`config.mk`:
```
export PLATFORM = sky130hd
export DESIGN_NAME = trr_temperature_results
export DESIGN_NICKNAME = d
export VERILOG_FILES = /design/src/shared/trr_pkg.sv /design/src/shared/trr_fmt_if.sv /design/src/rtl/trr_remote_format.sv /design/src/rtl/trr_temperature_results.sv
export SDC_FILE = /design/constraint.sdc
export NUM_CORES = 1
export LEC_CHECK = 0
export ABC_CLOCK_PERIOD_IN_PS = 1400
export BUFFER_PORTS_ARGS = -buffer_cell sky130_fd_sc_hd__buf_2
export CORE_MARGIN = 3
export CORE_UTILIZATION = 48
export DETAILED_ROUTE_END_ITERATION = 8
export PLACE_DENSITY = 0.75
export REMOVE_ABC_BUFFERS = 1
export SLEW_MARGIN = 10
export SYNTH_ARGS = -nofsm -noshare
export SYNTH_HDL_FRONTEND = slang
export SYNTH_HIERARCHICAL = 1
export SYNTH_SLANG_ARGS = --single-unit
```
`constraint.sdc`:
```
create_clock -name clock_i -period 1.4 [get_ports clock_i]
set_input_delay 0.14 -clock clock_i [delete_from_list [all_inputs] [get_ports clock_i]]
set_output_delay 0.14 -clock clock_i [all_outputs]
set_load 0.005 [all_outputs]
```
`src/shared/trr_pkg.sv`:
```
package trr_pkg;

    // ------------------------------------------------------------
    // register offsets
    // ------------------------------------------------------------
    localparam logic [7:0] TRR_OFS_LOCAL_TEMP   = 8'h00;
    localparam logic [7:0] TRR_OFS_REMOTE_UPPER = 8'h01;
    localparam logic [7:0] TRR_OFS_LOCAL_LIMIT  = 8'h05;
    localparam logic [7:0] TRR_OFS_REMOTE_LOWER = 8'h10;

    // ------------------------------------------------------------
    // values after reset
    // ------------------------------------------------------------
    localparam logic [7:0] TRR_RST_LOCAL_LIMIT  = 8'h46;   // 70 degC
    localparam logic [7:0] TRR_RST_RESULT       = 8'h00;
    localparam logic [7:0] TRR_RDATA_UNMAPPED   = 8'h00;

    // ------------------------------------------------------------
    // remote sample layout: signed, 1/32 degC per lsb
    // ------------------------------------------------------------
    localparam int unsigned TRR_SAMPLE_W       = 16;
    localparam int unsigned TRR_FRAC_W         = 5;
    localparam int unsigned TRR_UPPER_LSB      = 5;     // 1 degC bit
    localparam int unsigned TRR_UPPER_MSB      = 12;    // sign of the upper byte
    localparam int unsigned TRR_FRAC3_MSB      = 4;     // 0.5 degC bit
    localparam int unsigned TRR_FRAC3_LSB      = 2;     // 0.125 degC bit
    localparam int unsigned TRR_LOW2_MSB       = 1;     // 0.0625 degC bit
    localparam logic signed [15:0] TRR_SAMPLE_MAX = 16'sh0FFC;   // 127.875 degC
    localparam logic signed [15:0] TRR_SAMPLE_MIN = 16'shF000;   // -128.0 degC

    // ------------------------------------------------------------
    // upper and lower byte field values
    // ------------------------------------------------------------
    localparam logic [7:0] TRR_UPPER_SAT_HI    = 8'h7F;
    localparam logic [7:0] TRR_UPPER_SAT_LO    = 8'h80;
    localparam logic [2:0] TRR_FRAC3_SAT_HI    = 3'h7;
    localparam logic [2:0] TRR_FRAC3_ZERO      = 3'h0;
    localparam logic [1:0] TRR_LOW2_ONES       = 2'h3;
    localparam logic [1:0] TRR_LOW2_ZERO       = 2'h0;
    localparam logic [2:0] TRR_LOWER_UNUSED    = 3'h0;

endpackage

```
`src/shared/trr_fmt_if.sv`:
```
interface trr_fmt_if;
    import trr_pkg::*;

    logic                    sample_valid;
    logic [TRR_SAMPLE_W-1:0] sample;
    logic                    filter_on;
    logic                    extended_on;
    logic [7:0]              upper;
    logic [7:0]              lower;

    modport ctrl (
        output sample_valid,
        output sample,
        output filter_on,
        output extended_on,
        input  upper,
        input  lower
    );

    modport fmt (
        input  sample_valid,
        input  sample,
        input  filter_on,
        input  extended_on,
        output upper,
        output lower
    );
endinterface

```
`src/rtl/trr_remote_format.sv`:
```
module trr_remote_format
    import trr_pkg::*;
(
    input  wire logic clock_i,
    input  wire logic resetn_i,
    trr_fmt_if.fmt    fmt
);

    // ------------------------------------------------------------
    // range checks on the incoming sample
    // ------------------------------------------------------------
    // the signed format cannot show more than 127.875 or less than -128
    function automatic logic over_range(input logic [TRR_SAMPLE_W-1:0] s);
        over_range = $signed(s) > TRR_SAMPLE_MAX;
    endfunction

    function automatic logic under_range(input logic [TRR_SAMPLE_W-1:0] s);
        under_range = $signed(s) < TRR_SAMPLE_MIN;
    endfunction

    logic       over_w;
    logic       under_w;
    logic [7:0] upper_nxt;
    logic [2:0] frac3_nxt;
    logic [1:0] low2_nxt;

    assign over_w  = over_range(fmt.sample);
    assign under_w = under_range(fmt.sample);

    // ------------------------------------------------------------
    // upper byte and top fraction bits
    // ------------------------------------------------------------
    always_comb begin
        if (over_w) begin
            upper_nxt = TRR_UPPER_SAT_HI;
            frac3_nxt = TRR_FRAC3_SAT_HI;
        end else if (under_w) begin
            upper_nxt = TRR_UPPER_SAT_LO;
            frac3_nxt = TRR_FRAC3_ZERO;
        end else begin
            upper_nxt = fmt.sample[TRR_UPPER_MSB:TRR_UPPER_LSB];
            frac3_nxt = fmt.sample[TRR_FRAC3_MSB:TRR_FRAC3_LSB];
        end
    end

    // ------------------------------------------------------------
    // two lowest fraction bits, by filter and resolution mode
    // ------------------------------------------------------------
    always_comb begin
        if (fmt.filter_on && fmt.extended_on) begin
            // 1/16 and 1/32 degC from the filtered sample
            if (over_w) begin
                low2_nxt = TRR_LOW2_ONES;
            end else if (under_w) begin
                low2_nxt = TRR_LOW2_ZERO;
            end else begin
                low2_nxt = fmt.sample[TRR_LOW2_MSB:0];
            end
        end else if (!fmt.filter_on && fmt.extended_on) begin
            low2_nxt = over_w ? TRR_LOW2_ONES : TRR_LOW2_ZERO;
        end else begin
            low2_nxt = TRR_LOW2_ZERO;
        end
    end

    // ------------------------------------------------------------
    // result registers, loaded once per sample
    // ------------------------------------------------------------
    always_ff @(posedge clock_i or negedge resetn_i) begin
        if (!resetn_i) begin
            fmt.upper <= TRR_RST_RESULT;
            fmt.lower <= TRR_RST_RESULT;
        end else if (fmt.sample_valid) begin
            fmt.upper <= upper_nxt;
            fmt.lower <= {frac3_nxt, low2_nxt, TRR_LOWER_UNUSED};
        end
    end

endmodule

```
`src/rtl/trr_temperature_results.sv`:
```
// How it works
// the local die reading is held and read back as an 8-bit signed whole-degree value.
// the local high limit is an 8-bit signed read/write register that starts at 0x46 (70 degC).
// the upper remote byte is two's complement, sign in bit 7 and 1 degC in bit 0.
// the host reads the upper remote byte first; that read freezes the matching lower byte.
// bits 7:5 of the lower remote byte carry 0.5, 0.25 and 0.125 degC.
// with filter off and extended resolution off, the two lowest fraction bits read 00.
// with extended resolution on and filter off, those bits read 11 above 127.875 degC, else 00.
// with filter and extended resolution both on, those bits carry 0.0625 and 0.03125 degC.
// bits 2:0 of the lower remote byte always read zero.
// a local reading above the programmed high limit raises the over-limit flag.
module trr_temperature_results
    import trr_pkg::*;
(
    input  wire logic                    clock_i,
    input  wire logic                    resetn_i,
    // measurement side, same clock
    input  wire logic                    local_valid_i,
    input  wire logic [7:0]              local_sample_i,
    input  wire logic                    remote_valid_i,
    input  wire logic [TRR_SAMPLE_W-1:0] remote_sample_i,
    input  wire logic                    filter_enable_i,
    input  wire logic                    extended_range_select_i,
    // register port
    input  wire logic [7:0]              reg_addr_i,
    input  wire logic                    reg_wr_i,
    input  wire logic [7:0]              reg_wdata_i,
    input  wire logic                    reg_rd_i,
    output logic      [7:0]              reg_rdata_o,
    output logic                         reg_rvalid_o,
    // status
    output logic                         local_over_limit_o
);

    // ------------------------------------------------------------
    // state
    // ------------------------------------------------------------
    logic [7:0] local_temp_value_r;
    logic [7:0] local_high_limit_value_r;
    logic [7:0] remote_lower_hold_r;
    logic       over_limit_r;
    logic [7:0] rdata_r;
    logic       rvalid_r;
    logic [7:0] rdata_nxt;

    trr_fmt_if fmt_bus ();

    // ------------------------------------------------------------
    // remote formatting
    // ------------------------------------------------------------
    assign fmt_bus.sample_valid = remote_valid_i;
    assign fmt_bus.sample       = remote_sample_i;
    assign fmt_bus.filter_on    = filter_enable_i;
    assign fmt_bus.extended_on  = extended_range_select_i;

    trr_remote_format u_fmt (
        .clock_i  (clock_i),
        .resetn_i (resetn_i),
        .fmt      (fmt_bus.fmt)
    );

    // ------------------------------------------------------------
    // local reading capture
    // ------------------------------------------------------------
    always_ff @(posedge clock_i or negedge resetn_i) begin
        if (!resetn_i) begin
            local_temp_value_r <= TRR_RST_RESULT;
        end else if (local_valid_i) begin
            local_temp_value_r <= local_sample_i;
        end
    end

    // ------------------------------------------------------------
    // local high limit register
    // ------------------------------------------------------------
    // writes to read-only or unmapped offsets are dropped silently
    always_ff @(posedge clock_i or negedge resetn_i) begin
        if (!resetn_i) begin
            local_high_limit_value_r <= TRR_RST_LOCAL_LIMIT;
        end else if (reg_wr_i && reg_addr_i == TRR_OFS_LOCAL_LIMIT) begin
            local_high_limit_value_r <= reg_wdata_i;
        end
    end

    // ------------------------------------------------------------
    // lower byte snapshot
    // ------------------------------------------------------------
    // a new sample between the two reads would otherwise tear the value
    always_ff @(posedge clock_i or negedge resetn_i) begin
        if (!resetn_i) begin
            remote_lower_hold_r <= TRR_RST_RESULT;
        end else if (reg_rd_i && reg_addr_i == TRR_OFS_REMOTE_UPPER) begin
            remote_lower_hold_r <= fmt_bus.lower;
        end
    end

    // ------------------------------------------------------------
    // over-limit compare
    // ------------------------------------------------------------
    // signed compare, one cycle behind a new reading or limit write
    always_ff @(posedge clock_i or negedge resetn_i) begin
        if (!resetn_i) begin
            over_limit_r <= 1'b0;
        end else begin
            over_limit_r <= $signed(local_temp_value_r) > $signed(local_high_limit_value_r);
        end
    end

    assign local_over_limit_o = over_limit_r;

    // ------------------------------------------------------------
    // read mux
    // ------------------------------------------------------------
    always_comb begin
        case (reg_addr_i)
            TRR_OFS_LOCAL_TEMP:   rdata_nxt = local_temp_value_r;
            TRR_OFS_REMOTE_UPPER: rdata_nxt = fmt_bus.upper;
            TRR_OFS_LOCAL_LIMIT:  rdata_nxt = local_high_limit_value_r;
            TRR_OFS_REMOTE_LOWER: rdata_nxt = remote_lower_hold_r;
            default:              rdata_nxt = TRR_RDATA_UNMAPPED;
        endcase
    end

    // ------------------------------------------------------------
    // read data register
    // ------------------------------------------------------------
    always_ff @(posedge clock_i or negedge resetn_i) begin
        if (!resetn_i) begin
            rdata_r  <= TRR_RDATA_UNMAPPED;
            rvalid_r <= 1'b0;
        end else begin
            rvalid_r <= reg_rd_i;
            if (reg_rd_i) begin
                rdata_r <= rdata_nxt;
            end
        end
    end

    assign reg_rdata_o  = rdata_r;
    assign reg_rvalid_o = rvalid_r;

endmodule

```
# Word level (Yosys, flattened, before mapping)
# Cells that the tools add are included.
[totals]
out_inout_bits = 10
input_bits = 48
word_cells = 30
reg_bits = 44
[op_classes]
n_reduce_logical = 6
order_cmp = 3
n_eq_ne = 3
n_mux = 10
[op_table]
columns = ["operator", "count"]
rows = [
  ["$pmux W8 S4", 1],
  ["$gt A16 B13 Y1 const B", 1],
  ["$lt A16 B13 Y1 const B", 1],
  ["$mux W8", 2],
  ["$mux W2", 5],
  ["$eq A8 B1 Y1 const B", 1],
  ["$eq A8 B3 Y1 const B", 1],
  ["$eq A8 B5 Y1 const B", 1],
  ["$gt A8 B8 Y1", 1],
  ["$logic_not A8 Y1", 1],
  ["$mux W3", 2],
  ["$logic_and A1 B1 Y1", 4],
  ["$logic_not A1 Y1", 1],
]

# Logic depth before layout (Yosys ltp)
[logic_depth]
depth_word = 4
ltp_mapped = 5
ltp_nobuf = 5

# By module
# Netlist, hierarchy kept.
[by_module_without_submodules]
columns = ["module", "area_per_inst_um2", "seq_area_each_um2", "cells_each", "n_inst"]
rows = [
  ["trr_temperature_results", 1732.9, 854.6, 138, 1],
  ["trr_remote_format", 757.0, 325.3, 70, 1],
]

# Worst setup path after synthesis
# No wires, ideal clock.
[synth_path]
path_kind = "input port to flip-flop"
start = "in reg_addr_i[5]"
end = "reg, netlist name remote_lower_hold_r[0]"
path_buffers = 1
arrival_time_ps = 1400
required_ps = 1275
setup_time_ps = 125
path_stages = 4
slack_ps = -125
cell_sequence = "or4_4 and4bb_1 buf_4 mux2_2"
[synth_lines]
columns = ["item", "line_no", "rtl"]
rows = [
  ["start, declared", "trr_temperature_results.sv:25", "input wire logic [7:0] reg_addr_i,"],
]

# Worst setup path in the final report
[layout_path]
start = "reg local_high_limit_value_r[6]"
end = "reg over_limit_r (netlist: local_over_limit_o)"
[layout_via]
elab_chain_len = 1
[layout_lines]
columns = ["item", "line_no", "rtl"]
rows = [
  ["start, declared", "trr_temperature_results.sv:39", "logic [7:0] local_high_limit_value_r;"],
  ["start signal, assigned", "trr_temperature_results.sv:81", "local_high_limit_value_r <= reg_wdata_i;"],
  ["$gt A8 B8 Y1", "trr_temperature_results.sv:105", "over_limit_r <= $signed(local_temp_value_r) > $signed(local_high_limit_value_r);"],
  ["end signal, assigned", "trr_temperature_results.sv:105", ""],
  ["end, declared", "trr_temperature_results.sv:41", "logic over_limit_r;"],
]
# No other way between the ends.
# A chain may end at the register's enable or synchronous reset.

==> reports/summary.txt <==
Layout cell share with drive strength beyond 1: 44.4%
Hold Path Sink: local_temp_value_r[3]
Finished Cell Area: 3100 um^2
Total global routing overflow: 0
Status: complete, but fails checks
Post-Syn Instances: 208
Hold Path Stages: 2
Most frequent cells in the layout: buf_2 (56), dfrtp_1 (44), inv_1 (24)
# setup viols final: 1
Yosys Warn Count: 6
HP Class: input port to register
Setup Buffers After CTS: 0
Final Util: 63.6%
Largest net degree at the start of global routing: 29
Final min period: 1.44 ns
RSZ-0062 raised after global routing: true
Final setup margin: -0.0371 ns
Initial antenna violation count: 0
Final Hold Viols: 0
Max Clock Freq: 696 MHz
I/O pins: 58
CP Cell Sequence: inv_2 > ha_4 > nand4_1 > a211o_1 > a31oi_1
# clock sinks: 47
CTS buffer count: 5
WP buf/inv: 1
Critical Path Source: local_high_limit_value_r[6]
Top cell type by total area after synthesis: dfrtp_1
Place WS: -0.300 ns
CP top delay family: flip-flops
Vias in the first global route: 1816
Drt pass-1 iters: 4
H-tree levels: 2
Reg2Reg Depth: 5
CP arrival: 1.66 ns
GPL Wtd Cong: 0.827
Post-synth EDFFs: 0
ANT nets after route: 0
Vias: 1872
Core area: 4880 um^2
CTS tree: built
CP Max Fanout: 3
Power Total: 2.88 mW
Number of synthesized register bits: 47
Layout Cells excl Fill: 344
Area Growth Syn to Fin: 24.6%
Synth unique cells: 38
Fin Hold WS: 0.0614 ns
Synth Cell Area: 2490 um^2
Leading post-synthesis cells by cell area: dfrtp_1 (44%), mux2_2 (11%), o221ai_2 (6.0%), ha_1 (4.0%), inv_1 (3.8%)
DRT Wirelength: 5.29 mm
Failing checks: setup timing
Tcrit/Tclk final: 103%
Initial Utilization: 51.0%
Mean post-synth cell area: 12.0 um^2
Port Buffers: 57
Placed inst area: 2930 um^2
Most common cell after layout, fill and taps aside: buf_2
Largest stage delay on the critical path: 0.55 ns
Final HPWL DP: 4.15 mm
WS Path Type: register to register
Die height: 78.0 um
Critical Path Source Type: register
Vias per cell: 5.44
Cell at the slowest stage of the critical path: dfstp_2
Die area: 6090 um^2
Max-Cap Viols: 0
NumNets Final: 332
Clock skew: 0.00458 ns
Crit path capture type: register
1st-iter DRT viols: 111
First-pass GRT wire length: 8.58 mm
Peak VDD IR: 471 uV
Wirelength per Cell: 15.4 um
# diodes: 0
Data required time at the worst endpoint: 1.63 ns
Yosys top cell area share: 44.2%
All-Layer GR Usage: 18.1%
Worst skew pair latency: 0.30 ns
R2r setup slk: -0.04 ns
Overall die width: 78.0 um
Root Driver: clkbuf_8
Slew Viols, Final: 0
Clock transition at the registers of the reported paths: 0.08 ns
Static Leakage: 1.46 nW
R2R Path End: local_over_limit_o
Synth async-reset ratio: 100%
TNS Setup: -0.0371 ns
Ys flop type: dfrtp_1
Inst Count DP: 335
Power Density: 927 nW/um^2
DRC violations left: 0
Post-synthesis sequential area ratio: 47.4%
Cell row count: 25
Hold Startpoint: local_sample_i[3]
Critical R2R Launch: local_high_limit_value_r[6]
Maximum root-to-sink buffer count: 2
==> layout make-up <==
| cell class | count | area (um^2) |
|---|---|---|
| inverters | 25 | 93.8 |
| well taps | 67 | 83.8 |
| clock inverters | 2 | 16.3 |
| fillers | 394 | 1780 |
| clock buffers | 6 | 82.6 |
| repair buffers | 74 | 450 |
| flip-flops and latches | 47 | 1180 |
| multi-input cells | 123 | 1200 |
==> power breakdown <==
part | switching [mW] | internal (mW) | total [mW]
registers | 0.0655 | 1.45 | 1.52
logic | 0.238 | 0.262 | 0.501
clock network | 0.455 | 0.403 | 0.857
total | 0.758 | 2.12 | 2.88
==> state kept, by name, indices dropped and copies added, names as in the netlist <==
register / cells
reg_rvalid_o: 1
local_over_limit_o: 1
local_high_limit_value_r: 8
remote_lower_hold_r: 8
u_fmt/fmt.lower: 5
reg_rdata_o: 8
local_temp_value_r: 8
u_fmt/fmt.upper: 8
==> synthesized netlist by cell type, drive strengths merged, types with 2 or more instances <==
cell type / count
a2bb2oi: 9
buf: 8
clkbuf: 7
dfrtp: 44
dfstp: 3
ha: 8
inv: 25
mux2: 24
mux2i: 8
nand2: 4
nand2b: 10
nand3b: 2
nand4: 3
nand4b: 2
nor2b: 2
nor3: 2
o211ai: 11
o221ai: 20
==> routing by layer <==
layer / track usage (%) / up-vias / share of wire, %
met3: 4.47 / 8 / 6.2
met4: 6.82 / 0 / 1.9
met5: 0 / - / 0
met2: 29.5 / 66 / 47
met1: 23.3 / 891 / 45
li1: - / 907 / -
==> repair_timing <==
| action | in CTS | in global routing |
|---|---|---|
| pin swaps | 4 | 4 |
| hold buffers | 1 | 0 |
| gates cloned | 0 | 0 |
| setup endpoints to repair | 1 | 9 |
| hold endpoints to repair | 16 | 0 |
| gates resized for setup | 2 | 11 |
==> logic make-up after synthesis <==
| family | after synthesis | synth area share [%] |
|---|---|---|
| buffers and inverters | 40 | 7.09 |
| flip-flops | 47 | 47.4 |
| other | 1 | 0.151 |
| AO/OA/AOI/OAI | 48 | 18.4 |
| AND/OR/NAND/NOR | 32 | 8.89 |
| multiplexers | 32 | 14.1 |
| adder cells (fa/ha/maj) | 8 | 4.02 |
==> worst max path at each step <==
stage	end	slack [ns]	depth (start not counted)
final	local_over_limit_o	-0.04	5
after global routing	local_over_limit_o	-0.11	5
after CTS	local_over_limit_o	-0.08	5
after detailed placement	remote_lower_hold_r[6]	-0.30	5
after global placement	remote_lower_hold_r[0]	-0.29	5
after floorplan	remote_lower_hold_r[0]	-0.19	3
(Power assumes the default switching activity.)
